$ cat src/include/pmcd_map.svh
// register offsets, field positions, reset values and timing counts of the power unit
`ifndef PMCD_MAP_SVH
`define PMCD_MAP_SVH
// the two unit registers sit at word index; the byte address is four times it
`define PMCD_IDX_POWER_CTRL 10'h087
`define PMCD_IDX_CORE_DIV 10'h097
`define PMCD_OFF_POWER_CTRL {`PMCD_IDX_POWER_CTRL, 2'b00}
`define PMCD_OFF_CORE_DIV {`PMCD_IDX_CORE_DIV, 2'b00}
`define PMCD_OFF_STATUS 12'h0a0
`define PMCD_OFF_CONFIG 12'h0a4
`define PMCD_BIT_HALT 0
`define PMCD_BIT_PDOWN 1
`define PMCD_BIT_FLAG_ZERO 2
`define PMCD_BIT_FLAG_ONE 3
`define PMCD_BIT_PON 4
`define PMCD_BIT_LOWSUP 5
`define PMCD_BIT_FESEL 6
`define PMCD_BIT_BAUD2 7
`define PMCD_POWER_CTRL_RST 8'h10
`define PMCD_CORE_DIV_RST 3'h0
`define PMCD_WAKE_CYCLES 32768
`define PMCD_RESET_CYCLES 24
`endif

$ cat src/include/pmcd_pkg.sv
// types shared by the power unit files
`default_nettype none
package pmcd_pkg;
  typedef enum logic [1:0] {
    PMCD_RUN = 2'b00,
    PMCD_IDLE = 2'b01,
    PMCD_DOWN = 2'b10,
    PMCD_WARM = 2'b11
  } pmcd_state_t;
  // wake sources in one bundle
  typedef struct packed {
    logic irq0;
    logic irq1;
    logic timer_zero_count_pin;
    logic timer_one_count_pin;
    logic rxd;
    logic cap0;
    logic cap1;
    logic lowvolt;
  } pmcd_wake_t;
endpackage : pmcd_pkg
`default_nettype wire

$ cat src/hdl/pmcd_divider.sv
// power-of-two clock enable divider for the core logic
`default_nettype none
module pmcd_divider
  import pmcd_pkg::*;
#(
  parameter int CODE_W = 3
) (
  input wire logic mclk,
  input wire logic rstn,
  input wire logic run,
  input wire logic [CODE_W-1:0] code,
  output logic tick
);
  localparam int CNT_W = (1 << CODE_W) - 1;
  if (CODE_W < 1 || CODE_W > 4) begin : g_bad_code
    $error("pmcd_divider: CODE_W out of range");
  end
  logic [CNT_W-1:0] cnt_r;
  logic [CNT_W-1:0] mask;
  // mask selects the low code bits of the counter
  always_comb begin
    mask = CNT_W'((1 << code) - 1);
  end
  // counter wraps at 2**code; tick on wrap, stopped when not running
  always_ff @(posedge mclk or negedge rstn) begin
    if (!rstn) begin
      cnt_r <= '0;
      tick <= 1'b0;
    end else if (!run) begin
      cnt_r <= '0;
      tick <= 1'b0;
    end else begin
      tick <= ((cnt_r & mask) == mask);
      cnt_r <= ((cnt_r & mask) == mask) ? '0 : cnt_r + 1'b1;
    end
  end
endmodule : pmcd_divider
`default_nettype wire

$ cat src/hdl/pmcd_power_unit.sv
// power control and clock divider unit with APB register access
`include "pmcd_map.svh"
`default_nettype none
module pmcd_power_unit
  import pmcd_pkg::*;
#(
  parameter int WAKE_CYCLES = `PMCD_WAKE_CYCLES,
  parameter int CODE_W = 3
) (
  input wire logic mclk,
  input wire logic rstn,
  input wire logic psel,
  input wire logic penable,
  input wire logic pwrite,
  input wire logic [11:0] paddr,
  input wire logic [31:0] pwdata,
  output logic [31:0] prdata,
  output logic pready,
  output logic pslverr,
  input wire logic power_on_event,
  input wire logic low_supply_detect,
  input wire pmcd_wake_t wake_pins,
  input wire logic irq_pending,
  input wire logic ext_reset_req,
  input wire logic [7:0] port_levels_in,
  output logic [7:0] port_levels_out,
  output logic cpu_clk_en,
  output logic periph_clk_en,
  output logic prog_counter_array_clk_en,
  output logic osc_run,
  output logic core_reset,
  output logic core_restart_zero,
  output logic baud_double,
  output logic frame_error_select,
  output logic addr_latch_strobe,
  output logic program_store_strobe
);
  localparam int WCNT_W = $clog2(WAKE_CYCLES + 1);
  localparam int RCNT_W = 5;
  localparam logic [RCNT_W-1:0] RESET_HOLD = RCNT_W'(`PMCD_RESET_CYCLES);
  if (WAKE_CYCLES < 1) begin : g_bad_wake
    $error("pmcd_power_unit: WAKE_CYCLES must be positive");
  end
  if (CODE_W != 3) begin : g_bad_code
    $error("pmcd_power_unit: only a 3-bit divider code is served");
  end

  logic cpu_halt_select_r;
  logic power_down_select_r;
  logic general_flag_zero_r;
  logic general_flag_one_r;
  logic power_on_flag_r;
  logic low_supply_flag_r;
  logic frame_error_select_r;
  logic baud_double_r;
  logic [CODE_W-1:0] core_divider_code_r;
  logic array_idle_run_r;
  pmcd_state_t state_r;
  pmcd_state_t state_nxt;
  logic [WCNT_W-1:0] wake_cnt_r;
  logic [RCNT_W-1:0] rst_cnt_r;
  logic div_tick;
  logic wr_en;
  logic rd_en;
  logic addr_ok;
  logic pctrl_wr;
  logic any_wake;
  logic reset_done;
  logic [7:0] pctrl_rd;

  // single-cycle access: ready in the access phase
  assign wr_en = psel && penable && pwrite;
  assign rd_en = psel && !penable && !pwrite;
  assign addr_ok = (paddr == `PMCD_OFF_POWER_CTRL) || (paddr == `PMCD_OFF_CORE_DIV) ||
                   (paddr == `PMCD_OFF_STATUS) || (paddr == `PMCD_OFF_CONFIG);
  assign pctrl_wr = wr_en && (paddr == `PMCD_OFF_POWER_CTRL);
  assign any_wake = |wake_pins;
  assign reset_done = (rst_cnt_r == RESET_HOLD);

  // power_ctrl read image
  always_comb begin
    pctrl_rd = 8'h00;
    pctrl_rd[`PMCD_BIT_HALT] = cpu_halt_select_r;
    pctrl_rd[`PMCD_BIT_PDOWN] = power_down_select_r;
    pctrl_rd[`PMCD_BIT_FLAG_ZERO] = general_flag_zero_r;
    pctrl_rd[`PMCD_BIT_FLAG_ONE] = general_flag_one_r;
    pctrl_rd[`PMCD_BIT_PON] = power_on_flag_r;
    pctrl_rd[`PMCD_BIT_LOWSUP] = low_supply_flag_r;
    pctrl_rd[`PMCD_BIT_FESEL] = frame_error_select_r;
    pctrl_rd[`PMCD_BIT_BAUD2] = baud_double_r;
  end

  // apb answer; read data registered in setup so it stands in access
  always_ff @(posedge mclk or negedge rstn) begin
    if (!rstn) begin
      prdata <= 32'h0000_0000;
      pready <= 1'b0;
      pslverr <= 1'b0;
    end else begin
      pready <= psel && !penable;
      pslverr <= psel && !penable && !addr_ok;
      if (rd_en) begin
        unique case (paddr)
          `PMCD_OFF_POWER_CTRL: prdata <= {24'h000000, pctrl_rd};
          `PMCD_OFF_CORE_DIV: prdata <= {29'h0, core_divider_code_r};
          `PMCD_OFF_STATUS: prdata <= {30'h0, state_r};
          `PMCD_OFF_CONFIG: prdata <= {31'h0, array_idle_run_r};
          default: prdata <= 32'h0000_0000;
        endcase
      end
    end
  end

  // plain software bits
  always_ff @(posedge mclk or negedge rstn) begin
    if (!rstn) begin
      general_flag_zero_r <= 1'b0;
      general_flag_one_r <= 1'b0;
      frame_error_select_r <= 1'b0;
      baud_double_r <= 1'b0;
      core_divider_code_r <= CODE_W'(`PMCD_CORE_DIV_RST);
      array_idle_run_r <= 1'b0;
    end else begin
      if (pctrl_wr) begin
        general_flag_zero_r <= pwdata[`PMCD_BIT_FLAG_ZERO];
        general_flag_one_r <= pwdata[`PMCD_BIT_FLAG_ONE];
        frame_error_select_r <= pwdata[`PMCD_BIT_FESEL];
        baud_double_r <= pwdata[`PMCD_BIT_BAUD2];
      end
      // divider may change at any time
      if (wr_en && paddr == `PMCD_OFF_CORE_DIV) begin
        core_divider_code_r <= pwdata[CODE_W-1:0];
      end
      if (wr_en && paddr == `PMCD_OFF_CONFIG) begin
        array_idle_run_r <= pwdata[0];
      end
    end
  end

  // sticky hardware flags: the set wins over a software clear
  always_ff @(posedge mclk or negedge rstn) begin
    if (!rstn) begin
      power_on_flag_r <= 1'b1;
      low_supply_flag_r <= 1'b0;
    end else begin
      if (power_on_event) begin
        power_on_flag_r <= 1'b1;
      end else if (pctrl_wr && !pwdata[`PMCD_BIT_PON]) begin
        power_on_flag_r <= 1'b0;
      end
      if (low_supply_detect) begin
        low_supply_flag_r <= 1'b1;
      end else if (pctrl_wr && !pwdata[`PMCD_BIT_LOWSUP]) begin
        low_supply_flag_r <= 1'b0;
      end
    end
  end

  // mode select bits; hardware clears them on wake
  always_ff @(posedge mclk or negedge rstn) begin
    if (!rstn) begin
      cpu_halt_select_r <= 1'b0;
      power_down_select_r <= 1'b0;
    end else if (ext_reset_req && reset_done) begin
      cpu_halt_select_r <= 1'b0;
      power_down_select_r <= 1'b0;
    end else if (state_r == PMCD_IDLE && irq_pending) begin
      cpu_halt_select_r <= 1'b0;
    end else if (state_r == PMCD_DOWN && any_wake) begin
      power_down_select_r <= 1'b0;
      cpu_halt_select_r <= 1'b0;
    end else if (pctrl_wr) begin
      cpu_halt_select_r <= pwdata[`PMCD_BIT_HALT];
      power_down_select_r <= pwdata[`PMCD_BIT_PDOWN];
    end
  end

  // mode sequencer; power-down has priority over idle
  always_comb begin
    state_nxt = state_r;
    unique case (state_r)
      PMCD_RUN: begin
        if (pctrl_wr && pwdata[`PMCD_BIT_PDOWN]) begin
          state_nxt = PMCD_DOWN;
        end else if (pctrl_wr && pwdata[`PMCD_BIT_HALT]) begin
          state_nxt = PMCD_IDLE;
        end
      end
      PMCD_IDLE: begin
        if (irq_pending) begin
          state_nxt = PMCD_RUN;
        end
      end
      PMCD_DOWN: begin
        if (any_wake) begin
          state_nxt = PMCD_WARM;
        end
      end
      PMCD_WARM: begin
        if (wake_cnt_r == WCNT_W'(WAKE_CYCLES - 1)) begin
          state_nxt = PMCD_RUN;
        end
      end
    endcase
    if (ext_reset_req && reset_done) begin
      state_nxt = PMCD_RUN;
    end
  end

  always_ff @(posedge mclk or negedge rstn) begin
    if (!rstn) begin
      state_r <= PMCD_RUN;
    end else begin
      state_r <= state_nxt;
    end
  end

  // settle counter after pin wake; oscillator running, clocks blocked
  always_ff @(posedge mclk or negedge rstn) begin
    if (!rstn) begin
      wake_cnt_r <= '0;
    end else if (state_r == PMCD_WARM) begin
      wake_cnt_r <= wake_cnt_r + 1'b1;
    end else begin
      wake_cnt_r <= '0;
    end
  end

  // reset pin must be held the minimum time while the oscillator runs
  always_ff @(posedge mclk or negedge rstn) begin
    if (!rstn) begin
      rst_cnt_r <= '0;
    end else if (!ext_reset_req) begin
      rst_cnt_r <= '0;
    end else if (!reset_done) begin
      rst_cnt_r <= rst_cnt_r + 1'b1;
    end
  end

  pmcd_divider #(
    .CODE_W(CODE_W)
  ) u_div (
    .mclk(mclk),
    .rstn(rstn),
    .run(state_r != PMCD_DOWN),
    .code(core_divider_code_r),
    .tick(div_tick)
  );

  // clock enables and held pins, all registered
  always_ff @(posedge mclk or negedge rstn) begin
    if (!rstn) begin
      cpu_clk_en <= 1'b0;
      periph_clk_en <= 1'b0;
      prog_counter_array_clk_en <= 1'b0;
      osc_run <= 1'b1;
      core_reset <= 1'b0;
      core_restart_zero <= 1'b0;
      baud_double <= 1'b0;
      frame_error_select <= 1'b0;
      addr_latch_strobe <= 1'b1;
      program_store_strobe <= 1'b1;
      port_levels_out <= 8'h00;
    end else begin
      // gating the cpu, and the array unless array_idle_run_r is set, keeps their state intact
      cpu_clk_en <= div_tick && state_nxt == PMCD_RUN;
      periph_clk_en <= div_tick && (state_nxt == PMCD_RUN || state_nxt == PMCD_IDLE);
      prog_counter_array_clk_en <= div_tick && (state_nxt == PMCD_RUN ||
                                   (state_nxt == PMCD_IDLE && array_idle_run_r));
      osc_run <= state_nxt != PMCD_DOWN;
      core_reset <= ext_reset_req && reset_done;
      core_restart_zero <= ext_reset_req && reset_done && state_r != PMCD_RUN;
      baud_double <= baud_double_r;
      frame_error_select <= frame_error_select_r;
      if (state_nxt == PMCD_IDLE) begin
        addr_latch_strobe <= 1'b1;
        program_store_strobe <= 1'b1;
      end else begin
        addr_latch_strobe <= 1'b0;
        program_store_strobe <= 1'b0;
      end
      if (state_r != PMCD_IDLE) begin
        port_levels_out <= port_levels_in;
      end
    end
  end

  // a completed reset pin overrides the mode write, so it is left out here
  a_pdown_priority: assert property (@(posedge mclk) disable iff (!rstn)
    (state_r == PMCD_RUN && pctrl_wr && pwdata[1] && !(ext_reset_req && reset_done))
    |=> state_r == PMCD_DOWN)
    else $error("power-down not entered");
  a_halt_enter: assert property (@(posedge mclk) disable iff (!rstn)
    (state_r == PMCD_RUN && pctrl_wr && pwdata[1:0] == 2'b01 && !(ext_reset_req && reset_done))
    |=> state_r == PMCD_IDLE ##1 (!cpu_clk_en || $past(irq_pending) || $past(ext_reset_req)))
    else $error("idle not entered");
  a_idle_wake: assert property (@(posedge mclk) disable iff (!rstn)
    (state_r == PMCD_IDLE && irq_pending) |=> !cpu_halt_select_r && state_r == PMCD_RUN)
    else $error("idle not ended by interrupt");
  a_osc_stop: assert property (@(posedge mclk) disable iff (!rstn)
    (state_r == PMCD_DOWN && !any_wake && !ext_reset_req) |=> !osc_run)
    else $error("oscillator runs in power-down");
  a_pon_sticky: assert property (@(posedge mclk) disable iff (!rstn)
    (power_on_flag_r && !pctrl_wr) |=> power_on_flag_r)
    else $error("power-on flag lost");
  a_low_set: assert property (@(posedge mclk) disable iff (!rstn)
    low_supply_detect |=> low_supply_flag_r)
    else $error("low supply flag not set");
  a_reset_hold: assert property (@(posedge mclk) disable iff (!rstn)
    $rose(ext_reset_req) |-> !core_reset [*8])
    else $error("reset completed too early");
  a_idle_strobes: assert property (@(posedge mclk) disable iff (!rstn)
    (state_r == PMCD_IDLE) |-> addr_latch_strobe && program_store_strobe)
    else $error("strobes not high in idle");
  // the divider tick lags reset release by one edge, hence the past reset term
  a_div_zero: assert property (@(posedge mclk) disable iff (!rstn)
    (state_r == PMCD_RUN && core_divider_code_r == 3'h0 && $past(state_r) == PMCD_RUN
     && state_nxt == PMCD_RUN && $past(core_divider_code_r) == 3'h0 && $past(rstn))
    |=> cpu_clk_en)
    else $error("undivided clock not every cycle");
endmodule : pmcd_power_unit
`default_nettype wire

$ cat config.mk
export PLATFORM = sky130hd
export DESIGN_NAME = pmcd_power_unit
export DESIGN_NICKNAME = d
export VERILOG_FILES = /design/src/include/pmcd_pkg.sv /design/src/hdl/pmcd_divider.sv /design/src/hdl/pmcd_power_unit.sv
export VERILOG_INCLUDE_DIRS = /design/src /design/src/include
export SDC_FILE = /design/constraint.sdc
export NUM_CORES = 1
export LEC_CHECK = 0
export ABC_AREA = 1
export CAP_MARGIN = 20
export CELL_PAD_IN_SITES_DETAIL_PLACEMENT = 1
export CELL_PAD_IN_SITES_GLOBAL_PLACEMENT = 1
export CORE_ASPECT_RATIO = 1.1
export CORE_MARGIN = 2
export CORE_UTILIZATION = 40
export DETAILED_ROUTE_END_ITERATION = 16
export DONT_BUFFER_PORTS = 1
export GPL_TIMING_DRIVEN = 0
export PLACE_DENSITY_LB_ADDON = 0.3
export SYNTH_ARGS = -nofsm -noshare
export SYNTH_HDL_FRONTEND = slang
export SYNTH_HIERARCHICAL = 1
export SYNTH_SLANG_ARGS = --single-unit
$ cat constraint.sdc
create_clock -name mclk -period 1.7 [get_ports mclk]
set_clock_uncertainty 0.1 [all_clocks]
set_input_delay 0.085 -clock mclk [delete_from_list [all_inputs] [get_ports mclk]]
set_output_delay 0.085 -clock mclk [all_outputs]
set_load 0.005 [all_outputs]
Yosys cells after proc, flatten, opt, wreduce, memory -nomap -nowiden

Cells that the tools add are included.

Input port bits: 69
Memories kept: 0
Word-level logic and storage cells: 116
Output and inout port bits: 52
ROM bits: 0
RAM bits: 0
Register bits: 94
Latch bits: 0

Reductions and logical operators: 39
$add $sub $neg: 4
Bitwise operators: 1
$lt $le $gt $ge: 0
Div/mod/pow operators: 0
Eq/ne operators: 16
Shift operators: 1
Multipliers: 0
Muxes and demuxes: 27

Operator list:

| cell                                                                     | number |
|---|---|
| 8-bit case mux with 4 select lines                                       | 1 |
| 12-bit by 10-bit equality test with 1-bit output (second input constant) | 2 |
| 12-bit by 8-bit equality test with 1-bit output (second input constant)  | 2 |
| 1-bit logical AND                                                        | 20 |
| 16-bit by 1-bit adder with 16-bit output (second input constant)         | 1 |
| 16-bit by 15-bit equality test with 1-bit output (second input constant) | 1 |
| 16-bit two-way mux                                                       | 1 |
| 1-bit two-way mux                                                        | 14 |
| 7-bit two-way mux                                                        | 2 |
| 2-bit two-way mux                                                        | 6 |
| 5-bit two-way mux                                                        | 2 |
| 2-bit case mux with 4 select lines                                       | 1 |
| 8-bit OR reduction                                                       | 1 |
| 7-bit by 1-bit adder with 7-bit output (second input constant)           | 1 |
| 7-bit AND                                                                | 1 |
| 7-bit equality test                                                      | 1 |
| 1-bit by 3-bit left shift with 7-bit output (first input constant)       | 1 |
| 7-bit by 2-bit subtractor with 7-bit output (second input constant)      | 1 |
| 2-bit != test (second input constant)                                    | 3 |
| 2-bit nonzero test                                                       | 3 |
| 5-bit by 1-bit adder with 5-bit output (second input constant)           | 1 |
| 5-bit equality test (second input constant)                              | 1 |
| 1-bit logical NOT                                                        | 5 |
| 1-bit logical OR                                                         | 5 |
| 7 further kinds                                                          | 11 |

Longest topological paths before layout

Depth after elaboration: 12
Depth in mapped cells: 11
Mapped depth without buffers: 11

By module

The synthesis kept the hierarchy.

By module, submodules not included:

| module          | instances | cells an instance | sequential area each (um2) | area each (um2) |
|---|---|---|---|---|
| pmcd_power_unit | 1         | 370               | 1555.2                     | 3067.9 |
| pmcd_divider    | 1         | 65                | 200.2                      | 474.2 |

Worst setup path before layout

OpenSTA, ideal clock, no wires.

Kind: reg-to-reg
Start: register wake_cnt_r[0]
End: register prog_counter_array_clk_en
Stages on the path, launching flop included: 12
Data arrival time: 1.325 ns
Required time: 1.487 ns
Clock period less this slack: 1.537 ns
Library setup time: 0.113 ns
Path slack: 0.163 ns
Buffers on the path: 0
Cell sequence: dfrtp_1 -> ha_1 -> nand2_1 -> nor2_1 -> nand2_2 -> nor2_4 -> nand2_1 -> nand2_1 -> a21oi_1 -> nand3_1 -> nand2_1 -> inv_1

Longest elaborated chain between the ends: 8
Elaborated cells between the ends (all ways): 9
Classes of those cells: eq/ne (2); mux (3); reduce/logical (4)

Ends and longest elaborated chain:

| item                                                 | RTL line               | source |
|---|---|---|
| start, declared                                      | pmcd_power_unit.sv:60  | `logic [WCNT_W-1:0] wake_cnt_r;` |
| start signal, assigned                               | pmcd_power_unit.sv:223 | `wake_cnt_r <= wake_cnt_r + 1'b1;` |
| 16-bit by 15-bit equality test with 1-bit output (*) | pmcd_power_unit.sv:200 | `if (wake_cnt_r == WCNT_W'(WAKE_CYCLES - 1)) begin` |
| 2-bit two-way mux (*)                                | pmcd_power_unit.sv:200 |  |
| 2-bit case mux with 4 select lines (*)               | pmcd_power_unit.sv:181 | `unique case (state_r)` |
| 2-bit two-way mux (*)                                | pmcd_power_unit.sv:205 | `if (ext_reset_req && reset_done) begin` |
| 2-bit by 1-bit equality test with 1-bit output       | pmcd_power_unit.sv:269 | `(state_nxt == PMCD_IDLE && array_idle_run_r));` |
| 1-bit logical AND                                    | pmcd_power_unit.sv:269 |  |
| 1-bit logical OR (*)                                 | pmcd_power_unit.sv:268 | `prog_counter_array_clk_en <= div_tick && (state_nxt == PMCD_RUN \|\|` |
| 1-bit logical AND (*)                                | pmcd_power_unit.sv:268 |  |
| end signal, assigned                                 | pmcd_power_unit.sv:268 |  |
| end, declared                                        | pmcd_power_unit.sv:29  | `output logic prog_counter_array_clk_en,` |

Every way passes the cells marked *; elsewhere a longest branch is shown, timed or not.
A chain may end at the register's enable or synchronous reset.

Worst setup path after layout

Same ends and word-level chain as after synthesis.

==> results.cfg <==
[floorplan]
rows = 36
initial_core_util = 0.405
die-area_um2 = 9630
core_um2 = 8740
die_height_um = 103
ios = 121
die_w_um = 93.7

[synthesis]
synth_commonest_cells = nand2_1, dfrtp_1, nor2_1
ys_ff_latch = 70
synth_area_leaders = dfrtp_1, nand2_1, nor2_1
synth_top_area_frac = 0.473
syn_inst = 435
synth_cell_type_count = 39
syn_area_per_cell_um2 = 8.14
synth_edf_count = 0
synth.most_common_cell = nand2_1
yosysWarnings = 6
synthFlopType = dfrtp_1
ys_seq_area_frac = 0.496
synthArstFlopShare = 1.00
netlist_area_um2 = 3540
synth.largest_area_cell = dfrtp_1

[finish]
fillers = 1090
fin_util = 0.499
fin_area_um2 = 4360
areaGrowthSynthToFinish_pct = 23.0
drive_gt1_frac = 0.191
final_cells = 616
diodes = 0
layout.nets = 571

[sta]
max_freq_mhz = 591
slew_violations = 0
rsz0062_at_grt = true
period_share = 0.995
finalCriticalPeriod_ns = 1.69
hold_slack_ns = -0.689
hold_violations = 71
setup_violations = 0

[routing]
drtIter0Drc = 142
antenna_left = 0
avgRoutedWirePerCell_um = 14.8
viasPerCell = 4.88
routed_wl_um = 9100
drc = 0
drt_pass1_iterations = 4
vias = 3008

[worst_setup_path]
cp_top_family = simple AND/OR/NAND/NOR gates
critPathMaxFanout = 4
cp-end-kind = flip-flop
path_class = flip-flop to flip-flop
cp_data_required_time_ns = 1.85
cp_cell_sequence = ha_4 > nand2_4 > nor2_4 > nand2_4 > nor2_4 > nand2_1 > nand2_1 > a21oi_2 > nand3_2 > nand2_2 > inv_2
cp_num_buf_inv = 1
arrival_ns = 1.84
crit_path_start_kind = flip-flop
crit_slowest_cell = dfrtp_1
critical_path.max_stage_delay_ns = 0.44

[grt]
grt_max_degree = 71
grt_pass1_vias = 3126
gr-total-overflow = 0
track_usage = 0.201
gr-max-usage-layer = met2
use_met3 = 0.0563
use_met2 = 0.357
use_met1 = 0.227
grt_pass1_wl_um = 14900
antenna_found_initial = 0

[clock_tree]
clk_root_buffer_cell = clkbuf_8
htreeDepth = 3
numCtsBuffers = 9
insertion_delay_ns = 0.36
clk_pin_slew_ns = 0.08
tritoncts = built
clock_path_buffers = 2
cts.sinks = 70
holdBufCountCts = 24

[placement]
dp_hpwl_um = 6160
placed_cells = 572
place.gp.congestion = 0.793
placement.io_buffers = 0
postPlaceCellArea_um2 = 3770

[power_and_ir_drop]
power.share.switching = 0.324
clkPwrFrac = 0.318
leakagePower_nw = 2.13
power_frac_comb = 0.232
ir_drop_v = 0.000466
p_seq_frac = 0.449
powerDensity_nw_per_um2 = 1080
p_int_mw = 3.17
power.switching_mw = 1.52

[hold_path]
hold_class = input port to asynchronous set/reset pin

[outcome]
failed_checks = hold timing
status = finished, violations left

[flow_run]
max_cap_violations = 0
-- flip-flops by register name (all words and copies together), names as in the netlist, 2 cells and up --
| register | flops |
|---|---|
| core_divider_code_r | 3 |
| port_levels_out | 8 |
| prdata | 8 |
| rst_cnt_r | 5 |
| state_r | 2 |
| u_div/cnt_r | 7 |
| wake_cnt_r | 16 |
-- logic make-up after synthesis --
| group | after synthesis | share of synthesized area |
|---|---|---|
| xor gates and xnor gates | 3 | 0.00742 |
| other | 1 | 0.00106 |
| muxes | 2 | 0.00742 |
| adders and majority gates | 4 | 0.0141 |
| and+or+nand+nor | 235 | 0.300 |
| buffers and inverters | 79 | 0.111 |
| AOI/OAI and AO/OA | 41 | 0.0632 |
| DFF | 70 | 0.496 |
-- power by group through the flow --
stage / clock network [mW] / registers (mW) / logic (mW)
final: 1.49 / 2.11 / 1.09
after detailed placement: 0 / 2.11 / 0.901
after global placement: 0 / 2.11 / 0.865
after CTS: 1.52 / 2.09 / 0.988
after floorplan: 0 / 2.06 / 0.696
after global routing: 1.59 / 2.13 / 1.26
-- per-stage QoR --
stage	worst slack [ns]	setup TNS [ns]	total power [mW]
detailed placement	-0.139	-0.535	3.01
CTS	0.00435	0	4.60
global route	-0.0873	-0.472	4.98
finish	0.00894	0	4.69
floorplan	0.163	0	2.76
global placement	-0.0974	-0.267	2.97
-- cells in the final DEF, fill, tap and decap left out, types with 3 or more instances in the layout --
cell	synthesis	layout
nor2_4	3	8
ha_1	4	3
nor2_1	54	49
inv_1	46	42
nand3_1	33	30
nand2_1	107	103
a21oi_1	12	11
inv_2	4	7
nand2_2	6	8
nand4_1	7	7
nor2_2	7	7
clkbuf_8	0	10
nor3_1	8	8
dlygate4sd3_1	0	24
dfrtp_1	67	66
o21ai_0	19	18
conb_1	1	24
dfstp_2	3	3
nand2_4	1	3
buf_4	25	30
nand3_2	2	5
o21ai_1	2	3
-- repair_timing --
action                     CTS  global route
setup buffers                1             4
pin swaps                    4             9
gates cloned                 0             0
resized for setup           10            20
hold endpoints to repair   104            70
setup endpoints to repair    9            15
-- final timing paths --
| kind | startpoint | slack, ns | endpoint | depth (start not counted) |
|---|---|---|---|---|
| max | wake_cnt_r[0] | 0.009 | prog_counter_array_clk_en | 11 |
| min | rstn | -0.69 | port_levels_out[6] | 0 |
| max reg2reg | wake_cnt_r[0] | 0.009 | prog_counter_array_clk_en | 11 |
| min reg2reg | frame_error_select_r | 0.28 | frame_error_select | 0 |
| max in group asynchronous | rstn | 1.99 | program_store_strobe | 0 |
| min in group mclk | wake_pins[0] | -0.01 | cpu_halt_select_r | 5 |
-- area by class of cell --
type	count	area, um^2	share of cell area
clock buffers	12	145	0.0333
multi-input cells	309	1570	0.360
clock inverters	3	68.8	0.0158
well taps	114	143	0.0327
repair buffers	29	278	0.0637
flip-flops and latches	70	1760	0.403
inverters	50	191	0.0439
plain buffers	29	208	0.0477
-- layer usage --
| layer | routed length [um] | up-vias |
|---|---|---|
| met3 | 450 | 20 |
| met4 | 209 | 0 |
| li1 | - | 1460 |
| met2 | 4880 | 64 |
| met5 | 0 | - |
| met1 | 3570 | 1464 |
Note: power is estimated with default switching activity, not from simulation.
